===== src/core/cap_trig_pkg.sv =====
// Package of constants and types for the capture trigger/sync control block
`default_nettype none
package cap_trig_pkg;
    // Register word address and field layout
    localparam logic [7:0]  ADDR_CTRL       = 8'h00;  // capture_trigger_sync_control
    localparam logic [7:0]  ADDR_TIMER      = 8'h04;  // Channel timer, read only
    localparam int          BIT_CASCADE     = 8;
    localparam int          BIT_TRIG_CHOICE = 7;
    localparam int          BIT_TRIG_STAT   = 6;
    localparam int          SEL_W           = 5;
    localparam logic [15:0] CTRL_RESET      = 16'h000d;
    localparam logic [15:0] CTRL_WMASK      = 16'h01df;

    // Source codes at the edges of each group
    localparam logic [4:0] SEL_NONE     = 5'h00;
    localparam logic [4:0] SEL_OC_FIRST = 5'h01;
    localparam logic [4:0] SEL_OC_LAST  = 5'h09;
    localparam logic [4:0] SEL_IC5      = 5'h0a;
    localparam logic [4:0] SEL_TM_FIRST = 5'h0b;
    localparam logic [4:0] SEL_TM_LAST  = 5'h0f;
    localparam logic [4:0] SEL_IC7      = 5'h12;
    localparam logic [4:0] SEL_IC8      = 5'h13;
    localparam logic [4:0] SEL_IC1      = 5'h14;
    localparam logic [4:0] SEL_IC4      = 5'h17;
    localparam logic [4:0] SEL_CMP1     = 5'h18;
    localparam logic [4:0] SEL_CMP3     = 5'h1a;
    localparam logic [4:0] SEL_ADC      = 5'h1b;
    localparam logic [4:0] SEL_CTU      = 5'h1c;
    localparam logic [4:0] SEL_IC6      = 5'h1d;
    localparam logic [4:0] SEL_IC9      = 5'h1e;

    // Event sources offered to the selector, one pulse bit per module
    typedef struct packed {
        logic [8:0] compare;
        logic [8:0] capture;
        logic [4:0] timer;
        logic [2:0] comparator;
        logic       adc;
        logic       charge_time_unit;
    } event_src_s;

    // Decoded control fields
    typedef struct packed {
        logic             pair_cascade_enable;
        logic             trigger_sync_choice;
        logic [SEL_W-1:0] event_source_select;
    } ctrl_s;
endpackage : cap_trig_pkg
`default_nettype wire


===== src/core/capture_trigger_sync_control.sv =====
// Capture channel trigger/sync control register and timer gating
//
// Behaviour
// - Cascade bit set in both paired channels makes one 32-bit capture.
// - Hardware sets trigger status once the selected trigger event arrives.
// - Software writing one sets trigger status and starts the timer.
// - In trigger mode, trigger status zero holds the channel timer cleared.
// - Select code zero means free running, no sync or trigger.
// - Codes 1 to 9 pick compare channels 1 to 9.
// - Codes 0b to 0f pick timers 1 to 5.
// - Capture channels sit at codes 0a, 12, 13, 14-17, 1d, 1e.
// - Codes 18-1a comparators, 1b converter, 1c charge time unit.
//
// Decided for this implementation: the register offsets and the APB register port.
`default_nettype none
module capture_trigger_sync_control
    import cap_trig_pkg::*;
#(
    parameter int TIMER_W = 16
)
(
    input  wire logic               pclk,
    input  wire logic               presetn,
    input  wire logic               psel,
    input  wire logic               penable,
    input  wire logic               pwrite,
    input  wire logic [7:0]         paddr,
    input  wire logic [31:0]        pwdata,
    output logic [31:0]             prdata,
    output logic                    pready,
    output logic                    pslverr,
    input  wire event_src_s         sources,
    input  wire logic               partner_cascade,
    input  wire logic               timer_tick,
    output logic                    cascade_active,
    output logic                    timer_run,
    output logic [TIMER_W-1:0]      timer_value,
    output logic                    sync_misuse
);
    // One channel's second control word. The selected source event either
    // restarts the timer (sync) or releases it once (trigger); code zero leaves
    // the channel free running. Only the status bit is written by hardware.

    // Register state and the next value of each
    logic [15:0]        ctrl_q;
    logic [15:0]        ctrl_d;
    logic               stat_q;
    logic               stat_d;
    logic [TIMER_W-1:0] tmr_q;
    logic [TIMER_W-1:0] tmr_d;
    logic [31:0]        rd_q;
    logic [31:0]        rd_d;
    // Outputs of the source selector
    logic               sel_evt;
    logic               trig_only;

    // Bus decode; pready is tied high, so every access ends in its first
    // access cycle and no wait state is ever inserted
    wire logic  access   = psel && penable;
    wire logic  setup    = psel && !penable;
    wire logic  hit_ctrl = (paddr == ADDR_CTRL);
    wire logic  hit_tmr  = (paddr == ADDR_TIMER);
    wire logic  wr_ctrl  = access && pwrite && hit_ctrl;
    wire logic  rd_setup = setup && !pwrite;
    assign pready = 1'b1;

    // Refused accesses: unmapped addresses, and writes to the read-only timer
    wire logic  bad_addr = !(hit_ctrl || hit_tmr);
    wire logic  bad_wr   = hit_tmr && pwrite;
    assign pslverr = access && (bad_addr || bad_wr);

    // Control fields as the rest of the block sees them
    wire ctrl_s ctrl     = '{ctrl_q[BIT_CASCADE], ctrl_q[BIT_TRIG_CHOICE], ctrl_q[SEL_W-1:0]};

    // Masked write data; unimplemented bits can never be stored
    wire logic [15:0] wr_word   = pwdata[15:0] & CTRL_WMASK;
    wire logic        wr_status = pwdata[BIT_TRIG_STAT];

    // Source selector; reserved codes give no event at all,
    // and trig_only marks the codes that may only trigger
    event_source_mux u_mux
    (
        .sel       (ctrl.event_source_select),
        .src       (sources),
        .evt       (sel_evt),
        .trig_only (trig_only)
    );

    wire logic free_run  = (ctrl.event_source_select == SEL_NONE);
    // choice bit splits trigger from sync
    wire logic trig_mode = !free_run && ctrl.trigger_sync_choice;
    wire logic sync_mode = !free_run && !ctrl.trigger_sync_choice;

    // Selected event qualified by the operating mode
    wire logic trig_hit  = trig_mode && sel_evt;
    wire logic sync_hit  = sync_mode && sel_evt;

    // misuse of trigger-only sources shows as a flag; nothing else changes
    assign sync_misuse = sync_mode && trig_only;

    // cascade only when both halves agree; the 32-bit data path lies outside
    assign cascade_active = ctrl.pair_cascade_enable && partner_cascade;

    // Control word; the status bit is kept apart since hardware also sets it
    always_comb
    begin
        ctrl_d = ctrl_q;
        if (wr_ctrl)
            ctrl_d = wr_word;
    end

    // Status: a hardware event in the same cycle as a software clear wins,
    // so a trigger that lands during a rewrite of the register is never lost
    always_comb
    begin
        stat_d = stat_q;
        if (wr_ctrl)
            stat_d = wr_status;
        if (trig_hit)
            stat_d = 1'b1;
    end

    // Outside trigger mode the timer is never held, so it runs freely;
    // in sync or free mode the status bit can still be read and written but
    // gates nothing
    assign timer_run = trig_mode ? stat_q : 1'b1;

    // Timer: held clear while untriggered, reset by every sync event;
    // a sync event beats a tick in the same cycle, so the count restarts at zero
    always_comb
    begin
        tmr_d = tmr_q;
        // held clear while status is zero in trigger mode
        if (!timer_run)
            tmr_d = '0;
        else if (sync_hit)
            tmr_d = '0;
        else if (timer_tick)
            tmr_d = tmr_q + TIMER_W'(1);
    end
    assign timer_value = tmr_q;

    // Read-back words; unimplemented bits read as zero
    wire logic [31:0] rd_ctrl_word  = {16'h0000, ctrl_q[15:7], stat_q, ctrl_q[5:0]};
    wire logic [31:0] rd_timer_word = {{(32-TIMER_W){1'b0}}, tmr_q};
    wire logic [31:0] rd_mux        = hit_ctrl ? rd_ctrl_word
                                    : hit_tmr  ? rd_timer_word
                                    : 32'h0000_0000;

    // Read data is taken in the setup cycle so it stands through the access phase;
    // the price is that a timer read shows the count of the setup cycle
    always_comb
    begin
        rd_d = rd_q;
        if (rd_setup)
            rd_d = rd_mux;
    end
    assign prdata = rd_q;

    // All state below resets asynchronously to constants only, matching the
    // power-on contents of the register; each register has a short process
    // of its own so its reset value and next value read at a glance

    // Control word register
    always_ff @(posedge pclk or negedge presetn)
    begin
        if (!presetn)
        begin
            ctrl_q <= CTRL_RESET;
        end
        else
        begin
            ctrl_q <= ctrl_d;
        end
    end

    // Trigger status register; reset clears it so a fresh channel
    // in trigger mode waits for its first event
    always_ff @(posedge pclk or negedge presetn)
    begin
        if (!presetn)
        begin
            stat_q <= CTRL_RESET[BIT_TRIG_STAT];
        end
        else
        begin
            stat_q <= stat_d;
        end
    end

    // Channel timer register
    always_ff @(posedge pclk or negedge presetn)
    begin
        if (!presetn)
        begin
            tmr_q <= '0;
        end
        else
        begin
            tmr_q <= tmr_d;
        end
    end

    // Read data register
    always_ff @(posedge pclk or negedge presetn)
    begin
        if (!presetn)
        begin
            rd_q <= 32'h0000_0000;
        end
        else
        begin
            rd_q <= rd_d;
        end
    end
endmodule : capture_trigger_sync_control
`default_nettype wire


===== src/core/event_source_mux.sv =====
// Selector from source-select code to one event pulse
`default_nettype none
module event_source_mux
    import cap_trig_pkg::*;
(
    input  wire logic [SEL_W-1:0] sel,
    input  wire event_src_s       src,
    output logic                  evt,
    output logic                  trig_only
);
    wire logic [4:0] oc_idx = sel - SEL_OC_FIRST;
    wire logic [4:0] tm_idx = sel - SEL_TM_FIRST;
    wire logic [4:0] ic_idx = sel - SEL_IC1;
    wire logic [4:0] cm_idx = sel - SEL_CMP1;
    wire logic in_oc  = (sel >= SEL_OC_FIRST) && (sel <= SEL_OC_LAST);
    wire logic in_tm  = (sel >= SEL_TM_FIRST) && (sel <= SEL_TM_LAST);
    wire logic in_ic  = (sel >= SEL_IC1) && (sel <= SEL_IC4);
    wire logic in_cm  = (sel >= SEL_CMP1) && (sel <= SEL_CMP3);

    // Code zero and the reserved codes fall through to no event
    always_comb
    begin
        evt = 1'b0;
        if (in_oc)
            evt = src.compare[oc_idx[3:0]];
        else if (in_tm)
            evt = src.timer[tm_idx[2:0]];
        else if (in_ic)
            evt = src.capture[ic_idx[1:0]];
        else if (sel == SEL_IC5)
            evt = src.capture[4];
        else if (sel == SEL_IC6)
            evt = src.capture[5];
        else if (sel == SEL_IC7)
            evt = src.capture[6];
        else if (sel == SEL_IC8)
            evt = src.capture[7];
        else if (sel == SEL_IC9)
            evt = src.capture[8];
        else if (in_cm)
            evt = src.comparator[cm_idx[1:0]];
        else if (sel == SEL_ADC)
            evt = src.adc;
        else if (sel == SEL_CTU)
            evt = src.charge_time_unit;
    end

    assign trig_only = in_cm || (sel == SEL_ADC) || (sel == SEL_CTU);
endmodule : event_source_mux
`default_nettype wire


===== config.mk =====
export PLATFORM = sky130hd
export DESIGN_NAME = capture_trigger_sync_control
export DESIGN_NICKNAME = d
export VERILOG_FILES = /design/src/core/cap_trig_pkg.sv /design/src/core/capture_trigger_sync_control.sv /design/src/core/event_source_mux.sv
export SDC_FILE = /design/constraint.sdc
export NUM_CORES = 1
export LEC_CHECK = 0
export BUFFER_PORTS_ARGS = -buffer_cell sky130_fd_sc_hd__buf_2
export CAP_MARGIN = 0
export CELL_PAD_IN_SITES_DETAIL_PLACEMENT = 0
export CELL_PAD_IN_SITES_GLOBAL_PLACEMENT = 2
export CORE_ASPECT_RATIO = 1.1
export CORE_MARGIN = 2
export CORE_UTILIZATION = 26
export CTS_CLUSTER_DIAMETER = 200
export DETAILED_ROUTE_END_ITERATION = 16
export GPL_TIMING_DRIVEN = 0
export PLACE_DENSITY = 0.8
export SKIP_LAST_GASP = 1
export SYNTH_ARGS = -nofsm -noshare
export SYNTH_HDL_FRONTEND = slang
export SYNTH_SLANG_ARGS = --single-unit

===== constraint.sdc =====
create_clock -name pclk -period 2.89 [get_ports pclk]
set_input_delay 0.289 -clock pclk [delete_from_list [all_inputs] [get_ports pclk]]
set_output_delay 0.289 -clock pclk [all_outputs]
set_load 0.1 [all_outputs]

---- Word-level counts from Yosys, hierarchy flattened ----
Index checks and enable logic that the tools add are counted.
Widths: inputs -> output; s select.
word-level totals
  input port bits ......................... 75
  output and inout port bits .............. 53
  flip-flop bits (word level) ............. 57
  word-level logic and storage cells ...... 86
operators by class
  $add $sub $neg .......................... 5
  muxes and demuxes ....................... 27
  reductions and logical operators ........ 29
  order comparisons ....................... 12
  equality and inequality tests ........... 9
operator list
  cell                   number
  $mux 16                5
  $eq 5x5->1 const B     6
  $mux 1                 18
  $logic_and 1x1->1      17
  $add 16x1->16 const B  1
  $ge 5x5->1 const B     2
  $le 5x4->1 const B     2
  $le 5x5->1 const B     2
  $eq 8x3->1 const B     1
  $logic_not 8->1        1
  $eq 5x4->1 const B     1
  $ge 5x1->1 const B     1
  $ge 5x4->1 const B     1
  $logic_not 1->1        5
  $logic_not 5->1        1
  $lt 2x5->1 const B     1
  $lt 4x5->1 const B     1
  $bmux 1 s2             2
  $bmux 1 s4             1
  $logic_or 1x1->1       4
  $lt 3x4->1 const B     1
  $sub 2x1->2 const B    2
  $sub 4x1->4 const B    1
  $bmux 1 s3             1
  4 further kinds        4

---- Depth between registers and ports, before layout ----
Gate-level depths: netlist of the first run.
  word-level depth ........................ 15
  depth in mapped cells ................... 10
  mapped depth without buffers ............ 7

---- Hierarchy ----
From an unflattened synthesis of the first run, not the netlist that was laid out.
second synthesis, totals
  cells, all modules ...................... 258
  area total of the unflattened synthesis .. 2546.2 um^2
modules (own cells, without submodules)
  module                        instances  cells each  area each (um^2)  sequential area each (um^2)
  capture_trigger_sync_control  1          189         1988.2            1004.7
  event_source_mux              1          69          558.0             0.0

---- Worst setup path after synthesis of the first run ----
No wires, ideal clock.
  kind .................................... register to output
  start point ............................. register ctrl_q[0]
  end point ............................... output port sync_misuse
  arrival ................................. 5690 ps
  cell stages (with the launch flop) ...... 5
  required time ........................... 2601 ps
  buffers on the path ..................... 0
  setup slack ............................. -3089 ps
  cells stage by stage .................... dfstp_2 -> ha_1 -> or2_2 -> nor2_1 -> a2111oi_0
on the way
  word-level cells in the longest chain between the ends .. 5
  elaborated cells on any way between the ends .. 11
  those cells by class .................... 2 x order compare; 2 x eq/ne; 7 x reduce/logical
ends and longest elaborated chain
  element                                   RTL line                             text
  from (decl)                               capture_trigger_sync_control.sv:45   logic [15:0] ctrl_q;
  from (signal assigned)                    capture_trigger_sync_control.sv:173  ctrl_q <= ctrl_d;
  $ge 5x5->1 or $le 5x5->1 (tied branches)  event_source_mux.sv:18               wire logic in_cm = (sel >= SEL_CMP1) && (sel <= SEL_CMP3);
  $logic_and 1x1->1                         event_source_mux.sv:18
  $logic_or 1x1->1 (2 in a row)             event_source_mux.sv:48               assign trig_only = in_cm || (sel == SEL_ADC) || (sel == SEL_CTU);
  $logic_and 1x1->1 *                       capture_trigger_sync_control.sv:99   assign sync_misuse = sync_mode && trig_only;
  to (decl)                                 capture_trigger_sync_control.sv:38   output logic sync_misuse
Every way passes the cells marked *; elsewhere a longest branch is shown, timed or not.

---- Worst setup path in the final report of the first run ----
  start point ............................. register ctrl_q[1]
  end point ............................... output port timer_run
on the way
  word-level cells in the longest chain between the ends .. 4
ends and longest elaborated chain
  element            RTL line                             text
  $logic_not 5->1    capture_trigger_sync_control.sv:89   wire logic free_run = (ctrl.event_source_select == SEL_NONE);
  $logic_not 1->1    capture_trigger_sync_control.sv:91   wire logic trig_mode = !free_run && ctrl.trigger_sync_choice;
  $logic_and 1x1->1  capture_trigger_sync_control.sv:91
  $mux 1             capture_trigger_sync_control.sv:126  assign timer_run = trig_mode ? stat_q : 1'b1;
  to (decl)          capture_trigger_sync_control.sv:36   output logic timer_run,
Every way passes these cells.

==> run metrics, run 1 <==
status finished clean; antenna viol nets, final 0; initial DRC count 67; fin nets 469; DRC viols 0; Clock transition at path regs 0.08 ns; GRT overflow 0; leakage power 1.68 nW; DRT Pass-1 Iters 4; Min Clock Period, post-route 2.77 ns; largest net degree at the start of global routing 41; worst slack, placed -0.144 ns; post-DP HPWL 5670 µm; CP Cell Sequence clkbuf_2, inv_1, ha_4, inv_1, nor4_4, or3_2, buf_2; CP most frequent cell inv_1; Post-synth ARST share 100%; DP Cell Count 498; Root Driver clkbuf_8; Sw Pwr 1.01 mW; quantity of I/O buffers inserted on ports 85; grt peak-use layer met2; Sw Ratio 48.8%; Pwr per Cell Area 597 nW/µm²; peak supply drop 224 µV; final std cell area, no fill 3470 µm²; Ports 128; prevailing post-synth register cell dfrtp_1; CTS tree yes; first-pass GRT wire length 11,600 µm; Yosys warning total 0; RSZ-0062 raised after global routing yes; Non-Filler Instances 509; worst hold-check path type input port to asynchronous set/reset pin; Area after DPL 3280 µm²; layout cells sized above 1 38.0%; Seq pwr share 34.6%; Die ar. 11,000 µm²; Synth cell types 53; CTS Buffer Depth 2; worst clock skew 0.00467 ns; cts bufs inserted 5; Worst-Margin Slew 0.991 ns; Mapped Avg Cell Area 9.49 µm²; reg2reg path depth 10; Layout area overhead 31.3%; vias per inst 4.71; Seq/Total Area, Yosys 38.1%; CP Depth 7; combinational fraction of design power 43.4%; WL per Instance 14.4 µm; Total Routing Usage GR 13.4%; worst-skew pair later-pin latency 0.29 ns; max-slew violations 0; EDFF count, synth 0; met1 usage 16.8%; CP Buf/Inv Count 4; Final Worst Setup Slack 0.116 ns; total of max-cap violations 0; Clock power frac 22.0%; endpoints failing setup 0; area of the core 9890 µm²; Mapped Area 2640 µm²; Internal 1.06 mW; critical path endpoint category primary output; register bit total from synthesis 40; final hold viol count 0; critical path's top delay family buffers and inverters; Die Wd 100 µm; Worst Path Arrival 2.48 ns; Worst path slowest cell buf_2; Sum Neg Setup Slack 0 ns; met2 usage 24.2%; Die Y 110 µm; max incr delay on CP 0.44 ns; Routed Wire Length 7340 µm; overall power 2.07 mW; GR Util met3 2.54%; fmax 361 MHz; Util after Layout 35.0%; fillers 1,055; Rows 38; routability cong. 0.779; htree depth 2; clock sink count 40; Inserted Diodes 0; WP data required 2.60 ns; Gate Count Post-Synth 278; DR vias 2,396; Slew HR 33.8%; WS Path Type flip-flop to primary output; type of origin of the critical path flip-flop; CP Max Fanout 9; vias in the first global route 2,331; hold_ws 0.134 ns; antenna violations before repair 0; Final Cycle Share 96.0%; Initial Util 26.7%
## worst reg2reg max path, delay by kind of cell (launching register included)
family          cells  cell delay (ns)
buf+inv             4             0.58
compound gates      3             0.77
mux                 1             0.27
simple gates        1             0.14
flops               1             0.58
fa+ha+maj           1             0.32
## area by class of cell
type | count | area [µm²] | share of cell area [%]
repair buffers | 88 | 448 | 12.9
clock inverters | 3 | 42.5 | 1.23
plain buffers | 31 | 226 | 6.53
flip-flops and latches | 40 | 1000 | 29.0
clock buffers | 5 | 68.8 | 1.99
inverters | 14 | 52.6 | 1.52
well taps | 120 | 150 | 4.33
multi-input cells | 208 | 1470 | 42.5
## power groups by stage
stage / Clock, mW / Sequential (mW) / Combinational, mW
2_1_floorplan: 0 / 1.14 / 0.299
3_3_place_gp: 0 / 0.730 / 0.889
3_5_place_dp: 0 / 0.731 / 0.899
4_1_cts: 0.473 / 0.721 / 0.904
5_1_grt: 0.483 / 0.728 / 0.942
6_report: 0.455 / 0.716 / 0.899
## final timing paths
path / start / to / slack, ns
worst max-delay path: ctrl_q[1] / timer_run / 0.12
max in group asynchronous: presetn / timer_value[0] / 2.20
worst max register to register: ctrl_q[0] / timer_value[2] / 0.16
min in group pclk: pwdata[0] / ctrl_q[0] / 0.21
worst min-delay path: presetn / prdata[8] / 0.13
worst min register to register: prdata[15] / prdata[15] / 0.46
## placed cells by master (no fill, tap or decap), types with 6 or more instances in the layout
cell       n
nand2_1   29
o21ai_0    8
dfrtp_1   37
buf_2     87
xor2_1     9
a211oi_1   9
nand3_1   19
buf_4     20
a221oi_1   8
inv_1     14
nor2_1    24
conb_1    17
xnor2_1    8
a211oi_2  10
clkbuf_1   6
## state kept, by name (all words and copies together) (netlist names)
name and flops:
prdata 16, timer_value 16, ctrl_q 7, stat_q 1
## per-layer routing
layer	vias up	wire, µm	part of all wire (%)
met5	-	0	0
met4	0	35	0.48
met3	2	354	4.8
met2	68	3750	51
met1	1142	3210	44
li1	1184	-	-
## repair_timing
item                       4_1_cts  5_1_grt
gates resized for setup          4        4
pin swaps                        0        1
setup endpoints to repair       18       12
buffers inserted                 0        3
hold buffers                     0        0
## synth_stat cells (4+ instances only)
cell | instances | area, µm²
nor2_1 | 24 | 90.1
o21ai_0 | 8 | 40.0
a221oi_1 | 8 | 70.1
a211oi_2 | 9 | 113
ha_1 | 6 | 75.1
dfrtp_1 | 37 | 926
a211oi_1 | 10 | 75.1
xnor2_1 | 8 | 70.1
nor4_1 | 5 | 31.3
a21oi_1 | 4 | 20.0
mux2i_1 | 4 | 40.0
nand2_1 | 29 | 109
buf_4 | 17 | 128
clkbuf_1 | 7 | 26.3
xor2_1 | 9 | 78.8
inv_1 | 14 | 52.6
nand3_1 | 19 | 95.1
## kinds of logic (layout without fill, tap and decap cells)
family          after synthesis  in the layout  share of synthesized area [%]
mux                          11             11                           6.50
flops                        40             40                           38.1
xor+xnor                     17             17                           5.64
other cells                   2             17                          0.285
compound gates               54             54                           17.0
buf+inv                      45            141                           10.4
fa+ha+maj                     6              6                           2.84
simple gates                103            103                           19.3
No activity file was read; power rests on OpenSTA's default activity.
==> run 2: changes to the inputs <==
Settings changed: ABC_AREA set to 1, CORE_UTILIZATION 26 to 22, PLACE_DENSITY 0.8 to 0.75.
Clock period 2.89 ns to 2.25 ns, I/O delays scaled along.
==> run 2 against run 1 <==
  * Critical endpoint is now sync_misuse
  * Die area rose by 18%
  * Largest cell class unchanged
  * Critical path type unchanged
  * Sequential power rose by 17%
  * First-iteration DRC count rose by 110%
  * Worst setup slack got worse by 0.058 ns
==> run metrics, run 2 <==
worst hold-check path type input port to asynchronous set/reset pin; WL per Instance 13.1 µm; Layout area overhead 42.7%; Final Cycle Share 97.4%; type of origin of the critical path flip-flop; antenna viol nets, final 0; first-pass GRT wire length 12,600 µm; Seq/Total Area, Yosys 37.9%; Worst path slowest cell dfstp_2; Yosys warning total 0; layout cells sized above 1 41.5%; Slew HR 40.5%; WP data required 2.03 ns; leakage power 1.95 nW; Die Wd 109 µm; post-DP HPWL 6150 µm; final hold viol count 0; Clock transition at path regs 0.05 ns; Sum Neg Setup Slack 0 ns; DRT Pass-1 Iters 4; register bit total from synthesis 40; max incr delay on CP 0.57 ns; endpoints failing setup 0; Internal 1.37 mW; max-slew violations 0; largest net degree at the start of global routing 41; critical path's top delay family flip-flops; Mapped Avg Cell Area 7.96 µm²; Root Driver clkbuf_16; cts hold-fix bufs 0; htree depth 2; Pwr per Cell Area 632 nW/µm²; Initial Util 22.3%; most frequent cell after synthesis nand2_1; vias per inst 4.22; CP Max Fanout 14; DRC viols 0; worst slack, placed -0.283 ns; routability cong. 0.816; Sw Ratio 42.9%; Mapped Area 2650 µm²; Min Clock Period, post-route 2.19 ns; CP Buf/Inv Count 3; area of the core 11,900 µm²; Worst Path Arrival 1.97 ns; vias in the first global route 2,504; Yosys top cell area share 34.9%; Seq pwr share 35.1%; WS Path Type flip-flop to primary output; CTS tree yes; peak supply drop 798 µV; total of max-cap violations 0; critical path endpoint category primary output; EDFF count, synth 0; worst clock skew 0.00725 ns; Gate Count Post-Synth 333; most frequent cells after synthesis nand2_1, inv_1, dfrtp_1, nand3_1, nor2_1; cts bufs inserted 5; fin nets 533; quantity of I/O buffers inserted on ports 85; Sw Pwr 1.03 mW; Synth cell types 43; prevailing post-synth register cell dfrtp_1; Die ar. 12,900 µm²; status finished clean; clock sink count 40; RSZ-0062 raised after global routing yes; worst-skew pair later-pin latency 0.28 ns; Rows 42; fillers 1,318; highest-count cells in the layout ignoring fill and taps buf_2, nand2_1, inv_1; Worst-Margin Slew 0.892 ns; Total Routing Usage GR 12.4%; Final Worst Setup Slack 0.0582 ns; antenna violations before repair 0; GRT overflow 0; commonest non-fill, non-tap cell in the layout buf_2; Ports 128; CP Cell Sequence buf_12, inv_8, ha_4, a31oi_2, a21boi_2, buf_6; Post-synth ARST share 100%; initial DRC count 140; Clock power frac 28.2%; DR vias 2,563; combinational fraction of design power 36.7%; Synth area leader dfrtp_1; Inserted Diodes 0; CTS Buffer Depth 2; Routed Wire Length 7970 µm; synth top area cells dfrtp_1, nand2_1, inv_1, nand3_1, buf_4; fmax 456 MHz; Die Y 119 µm
-- run 2: per-layer routing --
metal	GRT usage (%)	vias to the layer above	routed length (µm)
li1	-	1290	-
met1	16.6	1168	3570
met2	20.0	92	3680
met3	2.52	13	538
met4	3.85	0	179
met5	0	-	0
-- run 2: path summary, 6_finish.rpt --
check	slack, ns	end	cells after the start	from
worst min register to register	0.48	prdata[11]	2	prdata[11]
worst max-delay path	0.06	sync_misuse	6	ctrl_q[0]
worst min-delay path	0.07	timer_value[10]	1	presetn
min in group pclk	0.18	ctrl_q[1]	2	pwdata[1]
max in group asynchronous	1.56	ctrl_q[1]	1	presetn
worst max register to register	0.09	timer_value[13]	18	ctrl_q[0]
-- run 2: final cells by class --
class	count	area, µm²	share of cell area (%)
well taps	154	193	5.09
multi-input cells	236	1470	39.0
clock inverters	1	5.00	0.132
plain buffers	25	191	5.06
flip-flops and latches	40	1010	26.7
clock buffers	7	133	3.51
inverters	46	189	5.00
repair buffers	98	588	15.5
-- run 2: logic make-up (layout without fill, tap and decap cells) --
logic type | after synthesis | after routing | synth area share, %
compound gates | 40 | 40 | 9.68
xor+xnor | 16 | 16 | 5.57
fa+ha+maj | 6 | 6 | 2.83
buf+inv | 72 | 177 | 14.0
flops | 40 | 40 | 37.9
mux | 7 | 7 | 2.97
other cells | 2 | 17 | 0.283
simple gates | 150 | 150 | 26.7
-- run 2: per-stage QoR --
stage	area [µm²]	power, mW	utilization, %	std cells	hold slack [ns]
finish	3780	2.39	31.8	607	0.0722
global placement	3340	1.71	28.1	587	0.413
floorplan	2720	1.54	-	348	-0.0706
global route	3780	2.49	31.8	607	0.159
CTS	3650	2.41	30.8	604	0.112
detailed placement	3340	1.72	28.1	587	0.412
-- run 2: timing repair --
item                                    CTS  global route
endpoints found under the setup margin   19            14
gates cloned                              1             0
hold endpoints to repair                  0             0
gates resized for setup                  21            27
setup buffers                            10             3
pin swaps                                 7            16
-- run 2: power groups by stage --
stage	combinational, mW	clock [mW]	sequential (mW)
finish	0.878	0.674	0.839
global route	0.927	0.715	0.850
CTS	0.877	0.693	0.841
detailed placement	0.865	0	0.855
global placement	0.861	0	0.852
floorplan	0.324	0	1.22
==> run 3: changes to the inputs <==
Settings changed: RECOVER_POWER set to 100.
==> run 3 against run 2 <==
  * Total power decreased by 0.68%
  * Register-to-register slack is essentially flat
  * Fmax about the same
  * Sequential share of layout area grew 0.36 points
  * Sequential cell count unchanged
  * Utilization down 0.42 points
  * Critical endpoint unchanged
  * Non-clock buffer count unchanged
  * Clock skew barely moved
  * Highest routed layer unchanged
  * Hold slack improved by 0.00094 ns
  * Sequential power hardly changed
==> run metrics, run 3 (same netlist as run 2, synthesis figures left out) <==
max incr delay on CP 0.57 ns; Clock transition at path regs 0.05 ns; vias per inst 4.21; Initial Util 22.3%; post-DP HPWL 6150 µm; CP Buf/Inv Count 3; Ports 128; WL per Instance 13.1 µm; fin nets 533; area of the core 11,900 µm²; critical path's top delay family flip-flops; initial DRC count 148; WS Path Type flip-flop to primary output; critical path endpoint category primary output; CTS tree yes; worst clock skew 0.00693 ns; Root Driver clkbuf_16; Final Worst Setup Slack 0.0584 ns; Min Clock Period, post-route 2.19 ns; vias in the first global route 2,504; final hold viol count 0; Worst-Margin Slew 1.24 ns; Pwr per Cell Area 636 nW/µm²; DRT Pass-1 Iters 4; Die Y 119 µm; status finished clean; CTS Buffer Depth 2; overall power 2.37 mW; Die Wd 109 µm; routability cong. 0.816; Rows 42; commonest non-fill, non-tap cell in the layout nand2_1; Clock power frac 28.3%; RSZ-0062 raised after global routing yes; Inserted Diodes 0; max-slew violations 0; highest-count cells in the layout ignoring fill and taps nand2_1, buf_2, clkbuf_1; Sw Ratio 43.2%; CP Cell Sequence buf_12, inv_8, ha_4, a31oi_2, a21boi_2, buf_6; Seq pwr share 35.4%; worst slack, placed -0.283 ns; GRT overflow 0; type of origin of the critical path flip-flop; largest net degree at the start of global routing 41; peak supply drop 795 µV; Total Routing Usage GR 12.4%; DRC viols 0; layout cells sized above 1 33.6%; Layout area overhead 40.8%; Routed Wire Length 7930 µm; leakage power 1.81 nW; antenna violations before repair 0; Worst Path Arrival 1.97 ns; combinational fraction of design power 36.3%; antenna viol nets, final 0; Die ar. 12,900 µm²; CP Max Fanout 14; Slew HR 17.8%; WP data required 2.03 ns; fillers 1,334; hold_ws 0.0732 ns; first-pass GRT wire length 12,600 µm; worst hold-check path type input port to asynchronous set/reset pin; quantity of I/O buffers inserted on ports 85; fmax 456 MHz; DR vias 2,555; Internal 1.35 mW; clock sink count 40; worst-skew pair later-pin latency 0.28 ns; total of max-cap violations 0; endpoints failing setup 0; cts hold-fix bufs 0; Worst path slowest cell dfstp_2; Sw Pwr 1.03 mW; htree depth 2; cts bufs inserted 5; Final Cycle Share 97.4%
run 3: power by group through the flow:
stage	Clock (mW)	Combinational, mW	Sequential (mW)
floorplan	0	0.324	1.22
global placement	0	0.861	0.852
detailed placement	0	0.865	0.855
CTS	0.693	0.877	0.841
global route	0.715	0.911	0.852
finish	0.673	0.861	0.841
run 3: repair_timing:
item / CTS / global route
endpoints found under the setup margin: 19 / 14
pin swaps: 7 / 16
resized for setup: 21 / 27
hold endpoints to repair: 0 / 0
gates cloned: 1 / 0
buffers inserted: 10 / 3
run 3: final cells by class:
cell class                 count  area (µm²)  share of cell area [%]
sequential                    40        1010                    27.1
buffer                        25         190                    5.10
multi-input combinational    236        1470                    39.3
timing repair buffer          98         546                    14.6
inverter                      46         189                    5.06
clock inverter                 1        5.00                   0.134
tap                          154         193                    5.16
clock buffer                   7         133                    3.55
run 3: path summary, 6_finish.rpt:
| check | from | endpoint | slack [ns] | cells after the start |
|---|---|---|---|---|
| max | ctrl_q[0] | sync_misuse | 0.06 | 6 |
| min | presetn | timer_value[10] | 0.07 | 1 |
| max reg2reg | ctrl_q[0] | timer_value[13] | 0.09 | 18 |
| min reg2reg | prdata[11] | prdata[11] | 0.48 | 2 |
| max in group asynchronous | presetn | ctrl_q[1] | 1.56 | 1 |
| min in group pclk | pwdata[1] | ctrl_q[1] | 0.18 | 2 |
run 3: routing by layer:
metal,track usage [%],up-vias,wire [µm]
met3,2.52,13,560
met5,0,-,0
met4,3.85,0,179
met2,20.0,92,3690
met1,16.6,1162,3500
li1,-,1288,-
run 3: metrics by stage:
stage	std cells	instance area [µm²]	utilization (%)	setup TNS (ns)
floorplan	348	2720	-	-0.224
global placement	587	3340	28.1	-3.60
detailed placement	587	3340	28.1	-3.65
CTS	604	3650	30.8	0
global route	607	3730	31.4	-0.534
finish	607	3730	31.4	0
